`src/logic/adc_router_pkg.sv`:
```
package adc_router_pkg;

  // ----------------------------------------
  // Register map
  // ----------------------------------------
  localparam logic [7:0] CTRL_OFFSET = 8'h00;
  localparam logic [7:0] STATUS_OFFSET = 8'h04;
  localparam logic [7:0] OSC_FREQ_OFFSET = 8'h08;

  // ----------------------------------------
  // Field layout
  // ----------------------------------------
  localparam int CTRL_WIDTH = 4;
  localparam int STAT_MODE_BIT = 0;
  localparam int STAT_DIR_BIT = 1;
  localparam int STAT_OSC_BIT = 2;
  localparam int STAT_ROUTE_BIT = 3;
  localparam int STAT_XMIT_BIT = 4;

  // Control word, LSB first: route, transmit enable, osc select, low io
  typedef struct packed {
    logic adc_low_io;
    logic onboard_osc_select;
    logic xmit_clock_out_enable;
    logic recv_clock_route_select;
  } ctrl_s;

  // All low, the state that pulldowns would give
  localparam ctrl_s CTRL_RESET = '{default: 1'b0};

  // ----------------------------------------
  // Fixed figures
  // ----------------------------------------
  localparam logic [31:0] ONBOARD_OSC_FREQ_HZ = 32'd25_000_000;
  localparam logic FRAME_SYNC_MODE = 1'b1;
  localparam logic REGISTER_MODE = 1'b0;

endpackage
```
`src/logic/adc_board_signal_router.sv`:
```
// Added by the designer: the register addresses and register access over APB.
`timescale 1ns/1ps

// Notes on behaviour
// - Route low: pin is input to serial clock
// - Route high: serial clock is master, driven out
// - Route select defaults low after reset
// - Transmit enable high: master clock drives transmit pin
// - Transmit enable low: transmit pin undriven, default low
// - Oscillator select high: enable oscillator, use it
// - Onboard oscillator fixed at 25 MHz
// - Select low: external clock, oscillator off, default
// - Interface mode is a static strap only
// - Register mode: first data-ready to frame pin
// - Frame mode: pin drives both converters, copied out
// - Direction flag high in frame mode, else low
// - Header and converter sides use separate levels
// - Serial clock: host clock low, master clock high
module adc_board_signal_router
  import adc_router_pkg::*;
(
  // APB slave
  input wire logic pclk,
  input wire logic presetn,
  input wire logic psel,
  input wire logic penable,
  input wire logic pwrite,
  input wire logic [7:0] paddr,
  input wire logic [31:0] pwdata,
  output logic [31:0] prdata,
  output logic pready,
  output logic pslverr,
  // Clock sources
  input wire logic onboard_osc_clock_in,
  input wire logic external_master_clock_in,
  output logic onboard_osc_enable,
  // Header side pins
  input wire logic receive_clock_pin_in,
  output logic receive_clock_pin_out,
  output logic receive_clock_pin_oe_n,
  output logic transmit_clock_pin_out,
  output logic transmit_clock_pin_oe_n,
  input wire logic frame_sync_receive_pin_in,
  output logic frame_sync_receive_pin_out,
  output logic frame_sync_receive_pin_oe_n,
  output logic frame_sync_copy_out,
  output logic frame_sync_copy_out_oe_n,
  output logic frame_sync_direction_flag,
  // Mode strap, read once after reset
  input wire logic frame_sync_mode_strap,
  // Converter side pins
  input wire logic conversion_data_ready,
  output logic adc_master_clock,
  output logic adc_serial_clock,
  output logic adc_frame_sync,
  output logic adc_low_io_select
);

  // ----------------------------------------
  // State
  // ----------------------------------------
  ctrl_s ctrl_reg;
  logic mode_reg;
  logic mode_taken_reg;
  logic pready_reg;
  logic pslverr_reg;
  logic [31:0] prdata_reg;
  logic [31:0] rd_next;
  logic rd_err_next;
  logic access;
  logic master_src;
  // Decoded strobes and mode
  logic ctrl_write;
  logic answer_due;
  logic frame_mode;

  // ----------------------------------------
  // APB slave
  // ----------------------------------------
  // One wait state so read data and pready both leave flip-flops
  assign access = psel && penable;

  // ----------------------------------------
  // Decoded strobes
  // ----------------------------------------
  // First access cycle arms the answer for the next edge
  assign answer_due = access && !pready_reg;

  // Completing cycle only, so a write lands exactly once
  assign ctrl_write = access && pready_reg && pwrite && (paddr == CTRL_OFFSET);

  // Read mux and unmapped detection
  // Writes to read-only words are dropped without an error
  always_comb begin
    rd_next = 32'h0000_0000;
    rd_err_next = 1'b0;
    unique case (paddr)
      CTRL_OFFSET: begin
        rd_next[CTRL_WIDTH-1:0] = ctrl_reg;
      end
      STATUS_OFFSET: begin
        rd_next[STAT_MODE_BIT] = mode_reg;
        rd_next[STAT_DIR_BIT] = frame_sync_direction_flag;
        rd_next[STAT_OSC_BIT] = onboard_osc_enable;
        rd_next[STAT_ROUTE_BIT] = ctrl_reg.recv_clock_route_select;
        rd_next[STAT_XMIT_BIT] = ctrl_reg.xmit_clock_out_enable;
      end
      OSC_FREQ_OFFSET: begin
        rd_next = ONBOARD_OSC_FREQ_HZ;
      end
      default: begin
        rd_err_next = 1'b1;
      end
    endcase
  end

  // Answer handshake: pready high for exactly one cycle
  always_ff @(posedge pclk or negedge presetn) begin
    if (!presetn) begin
      pready_reg <= 1'b0;
    end else begin
      pready_reg <= answer_due;
    end
  end

  // Error flag rides with pready; unmapped offsets only
  always_ff @(posedge pclk or negedge presetn) begin
    if (!presetn) begin
      pslverr_reg <= 1'b0;
    end else begin
      pslverr_reg <= answer_due && rd_err_next;
    end
  end

  // Read data zero outside its cycle, so stale words never leak
  always_ff @(posedge pclk or negedge presetn) begin
    if (!presetn) begin
      prdata_reg <= 32'h0000_0000;
    end else if (answer_due && !pwrite) begin
      prdata_reg <= rd_next;
    end else begin
      prdata_reg <= 32'h0000_0000;
    end
  end

  assign pready = pready_reg;
  assign pslverr = pslverr_reg;
  assign prdata = prdata_reg;

  // Control register; only the write that completes takes effect
  // Upper write bits are dropped and read back as zero
  always_ff @(posedge pclk or negedge presetn) begin
    if (!presetn) begin
      ctrl_reg <= CTRL_RESET;
    end else if (ctrl_write) begin
      ctrl_reg <= ctrl_s'(pwdata[CTRL_WIDTH-1:0]);
    end
  end

  // ----------------------------------------
  // Interface mode strap
  // ----------------------------------------
  // Caught once after release; no bus write reaches it
  // A strap moved in service cannot turn pins under a live host
  always_ff @(posedge pclk or negedge presetn) begin
    if (!presetn) begin
      mode_reg <= REGISTER_MODE;
      mode_taken_reg <= 1'b0;
    end else if (!mode_taken_reg) begin
      mode_reg <= frame_sync_mode_strap;
      mode_taken_reg <= 1'b1;
    end
  end

  // ----------------------------------------
  // Master clock selection
  // ----------------------------------------
  // Clocks are sampled at pclk, so only slow test clocks pass cleanly
  assign master_src = ctrl_reg.onboard_osc_select ? onboard_osc_clock_in
                                                  : external_master_clock_in;

  // Oscillator enable; off in the external setting to save power
  always_ff @(posedge pclk or negedge presetn) begin
    if (!presetn) begin
      onboard_osc_enable <= 1'b0;
    end else begin
      onboard_osc_enable <= ctrl_reg.onboard_osc_select;
    end
  end

  // Converter master clock from the chosen source
  always_ff @(posedge pclk or negedge presetn) begin
    if (!presetn) begin
      adc_master_clock <= 1'b0;
    end else begin
      adc_master_clock <= master_src;
    end
  end

  // ----------------------------------------
  // Serial clock routing
  // ----------------------------------------
  // When routed, taken from the same source as the master clock to stay in step; else from the receive pin
  always_ff @(posedge pclk or negedge presetn) begin
    if (!presetn) begin
      adc_serial_clock <= 1'b0;
    end else if (ctrl_reg.recv_clock_route_select) begin
      adc_serial_clock <= master_src;
    end else begin
      adc_serial_clock <= receive_clock_pin_in;
    end
  end

  // Receive pin driven only when routed, else left to the host
  always_ff @(posedge pclk or negedge presetn) begin
    if (!presetn) begin
      receive_clock_pin_out <= 1'b0;
      receive_clock_pin_oe_n <= 1'b1;
    end else if (ctrl_reg.recv_clock_route_select) begin
      receive_clock_pin_out <= master_src;
      receive_clock_pin_oe_n <= 1'b0;
    end else begin
      receive_clock_pin_out <= 1'b0;
      receive_clock_pin_oe_n <= 1'b1;
    end
  end

  // Transmit clock pin
  always_ff @(posedge pclk or negedge presetn) begin
    if (!presetn) begin
      transmit_clock_pin_out <= 1'b0;
      transmit_clock_pin_oe_n <= 1'b1;
    end else begin
      transmit_clock_pin_out <= ctrl_reg.xmit_clock_out_enable ? master_src : 1'b0;
      transmit_clock_pin_oe_n <= !ctrl_reg.xmit_clock_out_enable;
    end
  end

  // ----------------------------------------
  // Frame sync and data ready steering
  // ----------------------------------------
  // The second converter's data-ready has no port: it goes nowhere
  assign frame_mode = (mode_reg == FRAME_SYNC_MODE);

  // Header frame pin carries data-ready out in register mode only
  always_ff @(posedge pclk or negedge presetn) begin
    if (!presetn) begin
      frame_sync_receive_pin_out <= 1'b0;
      frame_sync_receive_pin_oe_n <= 1'b1;
    end else if (frame_mode) begin
      frame_sync_receive_pin_out <= 1'b0;
      frame_sync_receive_pin_oe_n <= 1'b1;
    end else begin
      frame_sync_receive_pin_out <= conversion_data_ready;
      frame_sync_receive_pin_oe_n <= 1'b0;
    end
  end

  // Copy output for stacked boards; released in register mode
  always_ff @(posedge pclk or negedge presetn) begin
    if (!presetn) begin
      frame_sync_copy_out <= 1'b0;
      frame_sync_copy_out_oe_n <= 1'b1;
    end else if (frame_mode) begin
      frame_sync_copy_out <= frame_sync_receive_pin_in;
      frame_sync_copy_out_oe_n <= 1'b0;
    end else begin
      frame_sync_copy_out <= 1'b0;
      frame_sync_copy_out_oe_n <= 1'b1;
    end
  end

  // One frame sync feeds both converters; held low when unused
  always_ff @(posedge pclk or negedge presetn) begin
    if (!presetn) begin
      adc_frame_sync <= 1'b0;
    end else if (frame_mode) begin
      adc_frame_sync <= frame_sync_receive_pin_in;
    end else begin
      adc_frame_sync <= 1'b0;
    end
  end

  // Direction flag tells the host which way the frame pin points
  always_ff @(posedge pclk or negedge presetn) begin
    if (!presetn) begin
      frame_sync_direction_flag <= 1'b0;
    end else begin
      frame_sync_direction_flag <= frame_mode;
    end
  end

  // ----------------------------------------
  // Level translation
  // ----------------------------------------
  // Converter-side supply choice, independent of the header level
  // The header keeps its own level; nothing here depends on it
  always_ff @(posedge pclk or negedge presetn) begin
    if (!presetn) begin
      adc_low_io_select <= 1'b0;
    end else begin
      adc_low_io_select <= ctrl_reg.adc_low_io;
    end
  end

endmodule

```
`config.mk`:
```
export PLATFORM = sky130hd
export DESIGN_NAME = adc_board_signal_router
export DESIGN_NICKNAME = d
export VERILOG_FILES = /design/src/logic/adc_router_pkg.sv /design/src/logic/adc_board_signal_router.sv
export SDC_FILE = /design/constraint.sdc
export NUM_CORES = 1
export LEC_CHECK = 0
export ABC_AREA = 1
export BUFFER_PORTS_ARGS = -buffer_cell sky130_fd_sc_hd__buf_2
export CAP_MARGIN = 15
export CORE_ASPECT_RATIO = 0.5
export CORE_UTILIZATION = 38
export DETAILED_ROUTE_END_ITERATION = 8
export PLACE_DENSITY = 0.8
export SYNTH_ARGS = -nofsm -noshare
export SYNTH_HDL_FRONTEND = slang
export SYNTH_SLANG_ARGS = --single-unit
```
`constraint.sdc`:
```
create_clock -name pclk -period 1.29 [get_ports pclk]
set_input_delay 0.0645 -clock pclk [delete_from_list [all_inputs] [get_ports pclk]]
set_output_delay 0.0645 -clock pclk [all_outputs]
set_load 0.005 [all_outputs]
```
==> metrics <==
overall routing resource usage=13.5%; CP max-delay cell=dfrtp_1; Logic pwr share=a little under a tenth; Final Max Tran Viols=0; DRT antenna net count=0; worst-case clock skew=0.000976 ns; kind of cell adding the most delay to the critical path=simple AND/OR/NAND/NOR gates; reg2reg end=prdata[4]; die width=roughly 82 um; slew at the pin closest to its max-slew limit=0.568 ns; Buffers & Inverters on Critical Path=1; Tcrit/Tclk final=a little over four fifths; final setup vio count=0; most used routing layer in global routing=met2; Setup WS pre-CTS=0.212 ns; crit path from=pready; post-synthesis sequential area ratio=a little under three fifths; fin area=0.00147 mm^2; setup repair bufs after CTS=0; Max-Cap Viols=0; crit path capture=prdata[4]; CTS Buffer Depth=2; Core Region=between 0.003 and 0.004 mm^2; CTS buffer count=3; Layout Nets=~230; met1 GRT Util=between 10% and 20%; first-pass GRT wire length=~3.5 mm; Slew HR=between 60% and 70%; Arr. time, crit path=1.25 ns; Reg clk slew, reported paths=0.08 ns; Critical Path Stages=3; Placed Cells=around 210; result of the run=finished clean; routed vias=around 910; CTS Sinks=27; Post-Layout Cell Count=215; worst path cell trace=nor3_2, inv_1, nor3_1; worst min-delay path class=input port to flop; CTS H-Tree Depth=1; Pre-antenna DRT Iters=4; RSZ-0062 raised after global routing=no; Critical Path RT=1.46 ns; VDD IR-drop max=between 0.0003 and 0.0004 V; Iter 0 DRT Violations=91; clk_lat worst skew=~0.26 ns; Avg Synthesized Cell Area=9.68 um^2; met2 usage=between 20% and 30%; Synth cell types=17; reg2reg setup slack=slightly above 0.2 ns; DRC errors left=0; Setup TNS Final=0 ns; kind of critical path=flop to flop; drt wl/cell=between 9 and 10 um; # IOs=a little under 100; Sw Share=21.5%; Seq pwr share=between 60% and 70%; Seq cells post-synth=27; Routed WL=2.12 mm; Lkg Pwr=between 0.8 and 0.9 nW; # diodes=0; GR met3 Demand/Resource=under 10%; Final Hold Violating Endpoints=0; Port-buffer cells=55; max FFs per register=6; hpwl dp=~1.6 mm; Setup WS post-layout=between 0.2 and 0.25 ns; largest net degree at the start of global routing=28; Die Span Y=around 42 um; Int Pwr=roughly 1.2 mW; placed cell area=roughly 0.0014 mm^2; clock network fraction of design power=a little under a third; row count=14; initial antenna violation count=0; switching pwr=roughly 310 uW; DR vias/cell=4.24; clk root buf=clkbuf_8; Die ar.=0.00345 mm^2; synthesized area=0.00122 mm^2; Synth Instances=about 130; final global-route overflow total=0; fmax=approximately 0.92 GHz; Synth warnings=0; CTS tree=built; share of cells above drive strength 1=between 40% and 50%; worst r2r src=pready; critical path's largest stage delay=about 0.42 ns; vias in the first global route=850; R2R depth=3; Setup crit end kind=flop; Power Density=around 1000 mW/mm^2; synthesis-to-finish area growth=20.5%; Initial Util=roughly 40%; crit-path max FO=6; crit start category=flop; Tmin final=approximately 1.1 ns; routability cong.=0.812
cell usage after synthesis, drive strengths merged:
cell type  number  area, um^2
buf            27         203
dfrtp          23         576
nand2          23        93.8
nor2           15        85.1
inv            12        45.0
nand3          10        50.1
a21oi           4        20.0
dfstp           4         105
o21ai           4        20.0
conb            2        7.51
nor3            2        15.0
layout by cell type (no fill, tap or decap):
cell type / n
nor3_1: 1
nand3_1: 10
nand2_1: 20
a21oi_1: 4
nor2_1: 9
clkbuf_1: 1
nor2_2: 5
dfrtp_1: 23
nor2_8: 1
nand2_2: 3
nor3_2: 1
o21ai_1: 1
dfstp_2: 4
inv_1: 11
buf_2: 55
o21ai_0: 3
inv_2: 1
dlygate4sd3_1: 3
clkbuf_8: 3
conb_1: 16
how the worst min path moves through the flow:
stage / slack, ns / from / cells past startpoint / endpoint
floorplan: -0.23 / presetn / 0 / adc_frame_sync
global placement: 0.08 / presetn / 1 / adc_serial_clock
detailed placement: 0.09 / presetn / 1 / adc_serial_clock
CTS: 0.005 / receive_clock_pin_in / 3 / adc_serial_clock
global route: 0.03 / receive_clock_pin_in / 3 / adc_serial_clock
finish: 0.01 / receive_clock_pin_in / 3 / adc_serial_clock
power by group through the flow:
stage / logic [mW] / clock network [mW] / registers, mW
floorplan: 0.0818 / 0 / 0.906
global placement: 0.123 / 0 / 0.903
detailed placement: 0.129 / 0 / 0.905
CTS: 0.136 / 0.457 / 0.888
global route: 0.157 / 0.484 / 0.892
finish: 0.137 / 0.442 / 0.888
final cells by class:
| type | count | area (um^2) |
|---|---|---|
| Clock buffer | 4 | 45.0 |
| Fill cell | 278 | 1560 |
| Inverter | 12 | 45.0 |
| Multi-Input combinational cell | 74 | 344 |
| Sequential cell | 27 | 681 |
| Tap cell | 40 | 50.0 |
| Timing Repair Buffer | 58 | 305 |
through the flow:
step                hold WS, ns  power [mW]  utilization, %
global placement         0.0759        1.03            46.0
CTS                     0.00488        1.48            48.5
detailed placement       0.0885        1.03            46.0
finish                   0.0112        1.47            48.5
floorplan                -0.231       0.988               -
global route             0.0269        1.53            48.5
worst min-delay path, stage by stage:
cell and delay, ns:
buf_2 0.07, nand2_1 0.04, o21ai_0 0.06
metal layers:
metal  vias to the layer above  part of all wire [%]
met4                         0                   1.9
met3                         6                    10
met1                       408                    38
met2                        58                    50
li1                        439                     -
met5                         -                     0
what timing repair did:
item	4_1_cts	5_1_grt
hold buffers	3	0
endpoints found under the setup margin	0	0
gates resized for setup	0	0
endpoints found under the hold margin	25	0
cells by family (layout without fill, tap and decap cells):
family	Yosys count	in the layout	synth area share (%)
AND/OR/NAND/NOR	50	50	20.0
buffers and inverters	39	74	20.3
flip-flops	27	27	55.8
AO/OA/AOI/OAI	8	8	3.28
other	2	16	0.616
Note: power is estimated with default switching activity, not from simulation.
